File: src/ccrd_defs.svh
// Constants for the core clock ratio decoder.
`ifndef CCRD_DEFS_SVH
`define CCRD_DEFS_SVH
`define CCRD_FIELD_W 7
`define CCRD_DIV_LSB 0
`define CCRD_DIV_MSB 1
`define CCRD_RAT_LSB 2
`define CCRD_RAT_MSB 5
`define CCRD_HALF_BIT 6
`define CCRD_DIV_CODE2 2'h0
`define CCRD_DIV_CODE4 2'h1
`define CCRD_DIV_CODE8 2'h2
`define CCRD_RAT_BYP 4'h0
`define CCRD_RAT_X1 4'h1
`define CCRD_RAT_X2 4'h2
`define CCRD_RAT_X3 4'h3
`define CCRD_DIV_VAL2 4'h2
`define CCRD_DIV_VAL4 4'h4
`define CCRD_DIV_VAL8 4'h8
`endif

File: src/ccrd_pkg.sv
// Types shared by the core clock ratio decoder.
package ccrd_pkg;
  typedef enum logic [2:0] {RATIO_BYPASS, RATIO_1_0, RATIO_1_5, RATIO_2_0, RATIO_2_5,
    RATIO_3_0, RATIO_RESERVED} ccrd_ratio_e;
  typedef struct packed {
    ccrd_ratio_e ratio;
    logic [3:0] vcoDivider;
    logic pllBypass;
    logic reserved;
  } ccrd_cfg_s;
endpackage

File: src/ccrd_decoder.sv
// Reset-time decoder for the core clock configuration field.
`timescale 1ns/1ps
`include "ccrd_defs.svh"
module ccrd_decoder
  import ccrd_pkg::*;
(
  input wire logic mclk,
  input wire logic nrst,
  input wire logic [`CCRD_FIELD_W-1:0] coreClockConfigField,
  output ccrd_cfg_s coreCfg_ff
);

  function automatic ccrd_cfg_s decodeField(input logic [`CCRD_FIELD_W-1:0] f);
    logic [1:0] d;
    logic [3:0] r;
    logic h;
    ccrd_cfg_s c;
    d = f[`CCRD_DIV_MSB:`CCRD_DIV_LSB];
    r = f[`CCRD_RAT_MSB:`CCRD_RAT_LSB];
    h = f[`CCRD_HALF_BIT];
    c.ratio = RATIO_RESERVED;
    c.vcoDivider = 4'h0;
    c.pllBypass = 1'b0;
    c.reserved = 1'b0;
    if (r == `CCRD_RAT_BYP && !h)
    begin
      c.ratio = RATIO_BYPASS;
      c.pllBypass = 1'b1;
    end
    else
    begin
      case ({r, h})
        {`CCRD_RAT_X1, 1'b0}: c.ratio = RATIO_1_0;
        {`CCRD_RAT_X1, 1'b1}: c.ratio = RATIO_1_5;
        {`CCRD_RAT_X2, 1'b0}: c.ratio = RATIO_2_0;
        {`CCRD_RAT_X2, 1'b1}: c.ratio = RATIO_2_5;
        {`CCRD_RAT_X3, 1'b0}: c.ratio = RATIO_3_0;
        default: c.reserved = 1'b1;
      endcase
      case (d)
        `CCRD_DIV_CODE2: c.vcoDivider = `CCRD_DIV_VAL2;
        `CCRD_DIV_CODE4: c.vcoDivider = `CCRD_DIV_VAL4;
        `CCRD_DIV_CODE8: c.vcoDivider = `CCRD_DIV_VAL8;
        default: c.reserved = 1'b1;
      endcase
      // Reserved codes are flagged rather than trusted; the source must avoid them.
      if (c.reserved)
      begin
        c.ratio = RATIO_RESERVED;
        c.vcoDivider = 4'h0;
      end
    end
    return c;
  endfunction

  logic capturing_ff;
  ccrd_cfg_s nxt_coreCfg;

  assign nxt_coreCfg = decodeField(coreClockConfigField);

  // Reset loads constants only; the field is caught on the first edge after release.
  always_ff @(posedge mclk or negedge nrst)
  begin
    if (!nrst)
      capturing_ff <= 1'b1;
    else
      capturing_ff <= 1'b0;
  end

  always_ff @(posedge mclk or negedge nrst)
  begin
    if (!nrst)
      coreCfg_ff <= '{ratio: RATIO_BYPASS, vcoDivider: 4'h0, pllBypass: 1'b1, reserved: 1'b0};
    else if (capturing_ff)
      coreCfg_ff <= nxt_coreCfg;
  end

  // The raw field is kept beside the settings so the checks below judge every cycle
  // after capture. Its reset value is the bypass code, which decodes to the reset
  // settings, so no check needs a gap around the release of reset.
  logic [`CCRD_FIELD_W-1:0] capturedField_ff;
  logic [4:0] capRatioCode;
  logic [1:0] capDivCode;
  logic listedRatio;

  always_ff @(posedge mclk or negedge nrst)
  begin
    if (!nrst)
      capturedField_ff <= 7'h00;
    else if (capturing_ff)
      capturedField_ff <= coreClockConfigField;
  end

  assign capRatioCode = capturedField_ff[`CCRD_HALF_BIT:`CCRD_RAT_LSB];
  assign capDivCode = capturedField_ff[`CCRD_DIV_MSB:`CCRD_DIV_LSB];
  assign listedRatio = capRatioCode inside {5'h01, 5'h11, 5'h02, 5'h12, 5'h03};

  // Expected settings are written out from the encoding table, not from the decode
  // function, so a slip in the function cannot hide behind its own checker.
  AST_HOLD: assert property (@(posedge mclk) disable iff (!nrst)
    !$past(capturing_ff)
    |-> $stable(coreCfg_ff))
    else $error("Decoded clock settings changed after capture.");

  AST_FIELD_HOLD: assert property (@(posedge mclk) disable iff (!nrst)
    !$past(capturing_ff)
    |-> $stable(capturedField_ff))
    else $error("Captured field changed after capture.");

  AST_CAPTURE: assert property (@(posedge mclk) disable iff (!nrst)
    $fell(capturing_ff)
    |-> capturedField_ff == $past(coreClockConfigField))
    else $error("Field was not taken at the first edge after reset.");

  AST_ONESHOT: assert property (@(posedge mclk) disable iff (!nrst)
    !capturing_ff
    |=> !capturing_ff)
    else $error("Capture window reopened without reset.");

  AST_BYPASS: assert property (@(posedge mclk) disable iff (!nrst)
    capRatioCode == 5'h00
    |-> coreCfg_ff.pllBypass && coreCfg_ff.ratio == RATIO_BYPASS)
    else $error("Bypass encoding did not bypass the PLL.");

  AST_BYP_DIV0: assert property (@(posedge mclk) disable iff (!nrst)
    capRatioCode == 5'h00
    |-> coreCfg_ff.vcoDivider == 4'h0 && !coreCfg_ff.reserved)
    else $error("Bypass encoding left a divider or a reserved flag.");

  AST_BYP_ANYDIV: assert property (@(posedge mclk) disable iff (!nrst)
    capRatioCode == 5'h00 && capDivCode == 2'h3
    |-> coreCfg_ff.pllBypass && !coreCfg_ff.reserved)
    else $error("Bypass with divider code 11 was not a bypass.");

  AST_NOBYP: assert property (@(posedge mclk) disable iff (!nrst)
    capRatioCode != 5'h00
    |-> !coreCfg_ff.pllBypass)
    else $error("PLL bypassed for a non-bypass encoding.");

  AST_BYP_CONSIST: assert property (@(posedge mclk) disable iff (!nrst)
    coreCfg_ff.pllBypass
    |-> coreCfg_ff.ratio == RATIO_BYPASS && !coreCfg_ff.reserved)
    else $error("Bypass flag inconsistent with ratio.");

  AST_R10: assert property (@(posedge mclk) disable iff (!nrst)
    capRatioCode == 5'h01 && capDivCode != 2'h3
    |-> coreCfg_ff.ratio == RATIO_1_0)
    else $error("Ratio 1 decoded wrongly.");

  AST_R15: assert property (@(posedge mclk) disable iff (!nrst)
    capRatioCode == 5'h11 && capDivCode != 2'h3
    |-> coreCfg_ff.ratio == RATIO_1_5)
    else $error("Ratio 1.5 decoded wrongly.");

  AST_R20: assert property (@(posedge mclk) disable iff (!nrst)
    capRatioCode == 5'h02 && capDivCode != 2'h3
    |-> coreCfg_ff.ratio == RATIO_2_0)
    else $error("Ratio 2 decoded wrongly.");

  AST_R25: assert property (@(posedge mclk) disable iff (!nrst)
    capRatioCode == 5'h12 && capDivCode != 2'h3
    |-> coreCfg_ff.ratio == RATIO_2_5)
    else $error("Ratio 2.5 decoded wrongly.");

  AST_RATIO25: assert property (@(posedge mclk) disable iff (!nrst)
    capturedField_ff == 7'h48
    |-> coreCfg_ff.ratio == RATIO_2_5 && coreCfg_ff.vcoDivider == 4'h2)
    else $error("Ratio 2.5 with divider 2 decoded wrongly.");

  AST_R30: assert property (@(posedge mclk) disable iff (!nrst)
    capRatioCode == 5'h03 && capDivCode != 2'h3
    |-> coreCfg_ff.ratio == RATIO_3_0)
    else $error("Ratio 3 decoded wrongly.");

  AST_DIV2: assert property (@(posedge mclk) disable iff (!nrst)
    listedRatio && capDivCode == 2'h0
    |-> coreCfg_ff.vcoDivider == 4'h2)
    else $error("Divider code 00 did not give 2.");

  AST_DIV4: assert property (@(posedge mclk) disable iff (!nrst)
    listedRatio && capDivCode == 2'h1
    |-> coreCfg_ff.vcoDivider == 4'h4)
    else $error("Divider code 01 did not give 4.");

  AST_DIV8: assert property (@(posedge mclk) disable iff (!nrst)
    listedRatio && capDivCode == 2'h2
    |-> coreCfg_ff.vcoDivider == 4'h8)
    else $error("Divider code 10 did not give 8.");

  AST_DIV_LEGAL: assert property (@(posedge mclk) disable iff (!nrst)
    listedRatio && capDivCode != 2'h3
    |-> coreCfg_ff.vcoDivider == (4'h2 << capDivCode) && !coreCfg_ff.reserved)
    else $error("Divider not taken from the low field bits.");

  AST_RESV: assert property (@(posedge mclk) disable iff (!nrst)
    capRatioCode != 5'h00 && capDivCode == 2'h3
    |-> coreCfg_ff.reserved)
    else $error("Reserved divider code not flagged.");

  AST_RESV_RATIO: assert property (@(posedge mclk) disable iff (!nrst)
    capRatioCode != 5'h00 && !listedRatio
    |-> coreCfg_ff.reserved)
    else $error("Unlisted ratio code not flagged.");

  AST_LISTED: assert property (@(posedge mclk) disable iff (!nrst)
    listedRatio && capDivCode != 2'h3
    |-> !coreCfg_ff.reserved)
    else $error("Listed encoding flagged as reserved.");

  AST_RESV_ZERO: assert property (@(posedge mclk) disable iff (!nrst)
    coreCfg_ff.reserved
    |-> coreCfg_ff.ratio == RATIO_RESERVED && coreCfg_ff.vcoDivider == 4'h0 && !coreCfg_ff.pllBypass)
    else $error("Reserved encoding left live settings.");

  // Covers mark the main captures seen by the scenarios.
  COV_BYPASS: cover property (@(posedge mclk) disable iff (!nrst)
    $fell(capturing_ff) && coreCfg_ff.pllBypass);

  COV_R30: cover property (@(posedge mclk) disable iff (!nrst)
    $fell(capturing_ff) && coreCfg_ff.ratio == RATIO_3_0);

  COV_R15: cover property (@(posedge mclk) disable iff (!nrst)
    $fell(capturing_ff) && coreCfg_ff.ratio == RATIO_1_5);

  COV_RESV: cover property (@(posedge mclk) disable iff (!nrst)
    $fell(capturing_ff) && coreCfg_ff.reserved);

  COV_DIV4: cover property (@(posedge mclk) disable iff (!nrst)
    $fell(capturing_ff) && coreCfg_ff.vcoDivider == 4'h4);

endmodule

File: config.mk
export PLATFORM = sky130hd
export DESIGN_NAME = ccrd_decoder
export DESIGN_NICKNAME = d
export VERILOG_FILES = /design/src/ccrd_pkg.sv /design/src/ccrd_decoder.sv
export VERILOG_INCLUDE_DIRS = /design/src /design/src/src
export SDC_FILE = /design/constraint.sdc
export NUM_CORES = 1
export LEC_CHECK = 0
export BUFFER_PORTS_ARGS = -buffer_cell sky130_fd_sc_hd__buf_2
export CAP_MARGIN = 20
export CORE_AREA = 2 2 39 41
export CTS_BUF_LIST = sky130_fd_sc_hd__clkbuf_2
export CTS_CLUSTER_DIAMETER = 50
export CTS_CLUSTER_SIZE = 28
export DETAILED_ROUTE_END_ITERATION = 7
export DIE_AREA = 0 0 41 43
export MAX_ROUTING_LAYER = met4
export PLACE_DENSITY = 0.67
export SYNTH_ARGS = -nofsm -noshare
export SYNTH_HDL_FRONTEND = slang
export SYNTH_SLANG_ARGS = --single-unit
File: constraint.sdc
create_clock -name mclk -period 1.2 [get_ports mclk]
set_input_delay 0 -clock mclk [delete_from_list [all_inputs] [get_ports mclk]]
set_output_delay 0 -clock mclk [all_outputs]
set_load 0.02 [all_outputs]
### Yosys cells after proc, flatten, opt, wreduce, memory -nomap -nowiden

Index checks and enable logic that the tools add are counted.
W data, S select, Z words.

| word-level totals | value |
|---|---|
| bits in registers | 10 |
| bits of input ports | 9 |

| cells by class | value |
|---|---|
| reduce and logical (&&, ||, !) cells | 6 |
| equal/unequal tests | 7 |
| multiplexer cells | 10 |

Operators by type and width:

| kind | count |
|---|---|
| $eq A5 B3 Y1 const B | 3 |
| $pmux W3 S5 | 1 |
| $pmux W4 S3 | 1 |
| $eq A5 B2 Y1 const B | 2 |
| $mux W7 | 1 |
| $mux W1 | 5 |
| $reduce_or A5 Y1 | 1 |
| $logic_not A4 Y1 | 1 |
| $mux W4 | 1 |
| $mux W3 | 1 |
| $reduce_or A3 Y1 | 1 |
| $eq A2 B1 Y1 const B | 1 |
| $eq A2 B2 Y1 const B | 1 |
| $logic_not A2 Y1 | 1 |
| $logic_and A1 B1 Y1 | 1 |
| $logic_not A1 Y1 | 1 |

### Logic depth before layout (Yosys ltp)

| logic depth | value |
|---|---|
| depth after elaboration | 7 |
| depth in mapped cells | 4 |
| mapped depth without buffers | 4 |

### Worst setup path before layout

Ideal clock, no wire load.

| timing path | value |
|---|---|
| path kind | reg-to-reg |
| start point | register capturing_ff |
| end point | register coreCfg_ff[3] in the netlist's numbering |
| library setup time | 125 ps |
| path buffers | 1 |
| stages on the path, launching flop included | 3 |
| clock period less this slack | 1159 ps |
| data required time | 1075 ps |
| setup slack | 41 ps |
| data arrival time | 1035 ps |
| path through | dfstp_2 > buf_2 > mux2_2 |

RTL lines:

| item | RTL line | RTL |
|---|---|---|
| from (decl) | ccrd_decoder.sv:56 | `logic capturing_ff;` |
| from (signal assigned) | ccrd_decoder.sv:65 | `capturing_ff <= 1'b1;` |
| from (signal assigned) | ccrd_decoder.sv:67 | `capturing_ff <= 1'b0;` |
| to (signal assigned) | ccrd_decoder.sv:73 | `coreCfg_ff <= '{ratio: RATIO_BYPASS, vcoDivider: 4'h0, pllBypass: 1'b1, reserved: 1'b0};` |
| to (signal assigned) | ccrd_decoder.sv:75 | `coreCfg_ff <= nxt_coreCfg;` |
| to (decl) | ccrd_decoder.sv:10 | `output ccrd_cfg_s coreCfg_ff` |

No word-level cell between the ends.

==> flow_summary.yaml <==
outcome:
  status: "finished, final reports clean"
final_layout:
  final_nets: 73
  stdcell_count: 79
  drive_gt1_frac: 0.444
  fill_cells: 146
  synthToLayoutAreaGrowth_pct: 29.5
  seq_area_um2: 228
  diodes: 0
  multi_input_area_um2: 178
clocking:
  cts_resized: 0
  cts_max_level: 1
  cts_tree: "built"
  clk_pin_slew_ps: 90
  cts_sinks: 9
  cts_setup_buffers: 0
  clockBufferDepth: 2
  clk_latency_ps: 230
  cts-hold-fix-buffers: 1
  cts_buffers: 3
  clockRootBuffer: "clkbuf_2"
detailed_routing:
  wirelength_um: 856
  wl_per_cell_um: 10.8
  drc: 0
  drt.antenna.violating_nets: 0
  initialDrtViolationCount: 3
  dr.pass1.iters: 3
  num_vias: 368
  routed_via_density: 4.66
synth:
  synth_commonest_cells: "7 x dfrtp_1, 6 x inv_1, 4 x o22ai_1"
  yosysMostFrequentCell: "dfrtp_1"
  ys_seq_area_frac: 0.521
  synth_flop_cell: "dfrtp_1"
  ys_seq_elements: 9
  syn_avg_cell_area_um2: 10.4
  synth_edf_count: 0
  yosysWarningCount: 0
  syn_inst: 42
  synthDistinctLibCells: 20
  synth_top_area_share: 0.401
  yosysTopAreaCell: "dfrtp_1"
  yosys-top-cells-area: "dfrtp_1 40%, dfstp_2 12%, o41ai_4 6.3%"
  netlist_area_um2: 437
  async_reset_ff_frac: 1.00
placed_design:
  io_buffers: 16
  dp_worst_setup_slack_ps: 139
  dpl.cell_count: 74
  hpwlAfterDp_um: 731
  gp_congestion: 0.763
die:
  core_um2: 1380
  die_area_um2: 1760
  die_y_um: 43
  fp-row-count: 14
  num_io_pins: 18
  initial_core_util: 0.316
  die_x_um: 41
grt:
  grt_pass1_vias: 314
  grt_start_max_net_pins: 10
  antenna_found_initial: 0
  grt_overflow: 0
  grtUsageTotal: 0.110
  grt_pass1_wl_mm: 1.19
timing:
  fin_skew_ps: 3.58
  rsz0062_at_grt: "no"
  fmax_ghz: 0.950
  setup_viol: 0
  hold_ws_ps: 24.3
  fin_crit_ps: 1050
  hold_violations: 0
  slew_viol_final: 0
  fin_ws_ps: 147
  tns_ps: 0
  finalCritPeriodShare: 0.877
min_path:
  hold_class: "in -> reg"
  min_path_cells: 2
  hold_end: "coreCfg_ff[4]"
  hp-start: "coreClockConfigField[1]"
setup_path:
  cp_max_fo: 8
  required_ps: 1350
  r2r_end: "coreCfg_ff[0]"
  r2r_cells: 3
  worstPathArrival_ps: 1210
  rr_startpoint: "capturing_ff"
  cp-start-kind: "flip-flop"
  path_class: "reg -> reg"
  end_kind: "flip-flop"
  rrSetupSlack_ps: 150
run:
  maxCapViolations: 0
power_and_ir_drop:
  vdd_ir_drop_max_uv: 447
  power_density_nw_per_um2: 1140
  fin_total_pwr_mw: 0.644
  p_leak_nw: 0.291
[flip-flops by register name, indices dropped and copies added, names as in the netlist]
signal	count
capturing_ff	1
coreCfg_ff	8
[per-stage QoR]
stage	utilization	instance area (um^2)
2_1_floorplan	-	440
3_3_place_gp	0.387	536
3_5_place_dp	0.387	536
4_1_cts	0.409	566
5_1_grt	0.409	566
6_report	0.409	566
[cell usage in the layout (no fill, tap or decap), types with 2 or more instances in the layout]
| cell | synthesis | final |
|---|---|---|
| nand3_1 | 3 | 3 |
| nand2_1 | 2 | 2 |
| clkbuf_2 | 0 | 4 |
| conb_1 | 1 | 2 |
| buf_2 | 1 | 16 |
| dfstp_2 | 2 | 2 |
| a21oi_1 | 2 | 2 |
| inv_1 | 6 | 6 |
| dfrtp_1 | 7 | 7 |
| o22ai_1 | 4 | 4 |
| nor2_1 | 3 | 3 |
| mux2_2 | 2 | 2 |
[routing by layer]
metal	up-vias	GRT usage	part of all wire
met5	-	-	0
met4	0	0.100	0.016
met3	2	0.0314	0.065
met2	11	0.156	0.48
met1	170	0.117	0.43
li1	185	-	-
[how the worst max path moves through the flow]
stage	start	to	slack, ps	cells after the start
after floorplan	capturing_ff	coreCfg_ff[3]	40	2
after detailed placement	capturing_ff	coreCfg_ff[0]	140	3
after global placement	capturing_ff	coreCfg_ff[0]	190	3
after CTS	capturing_ff	coreCfg_ff[0]	110	3
final	capturing_ff	coreCfg_ff[0]	150	3
after global routing	capturing_ff	coreCfg_ff[0]	90	3
[critical path, stage by stage, from the launching register on]
cell     delay (ps)
dfstp_2         560
buf_4           160
o41ai_4         100
o22ai_1         150
[layout make-up]
class                           instances  share of cell area
Sequential cell                         9               0.403
Multi-Input combinational cell         26               0.314
Timing Repair Buffer                   18               0.173
Inverter                                6              0.0398
Clock buffer                            4              0.0354
Tap cell                               16              0.0354
[logic make-up after synthesis]
| family | count (synthesis) | share of synthesized area |
|---|---|---|
| AO/OA/AOI/OAI | 10 | 0.198 |
| other | 1 | 0.00859 |
| AND/OR/NAND/NOR | 12 | 0.140 |
| multiplexers | 2 | 0.0516 |
| flip-flops | 9 | 0.521 |
| buffers and inverters | 8 | 0.0802 |
[report_power, final]
| part | switching [mW] | internal [mW] | total (mW) | leakage [nW] |
|---|---|---|---|---|
| sequential | 0.0100 | 0.325 | 0.335 | 0.109 |
| combinational | 0.0746 | 0.0484 | 0.123 | 0.165 |
| clock | 0.0973 | 0.0887 | 0.186 | 0.0166 |
(Power assumes the default switching activity.)
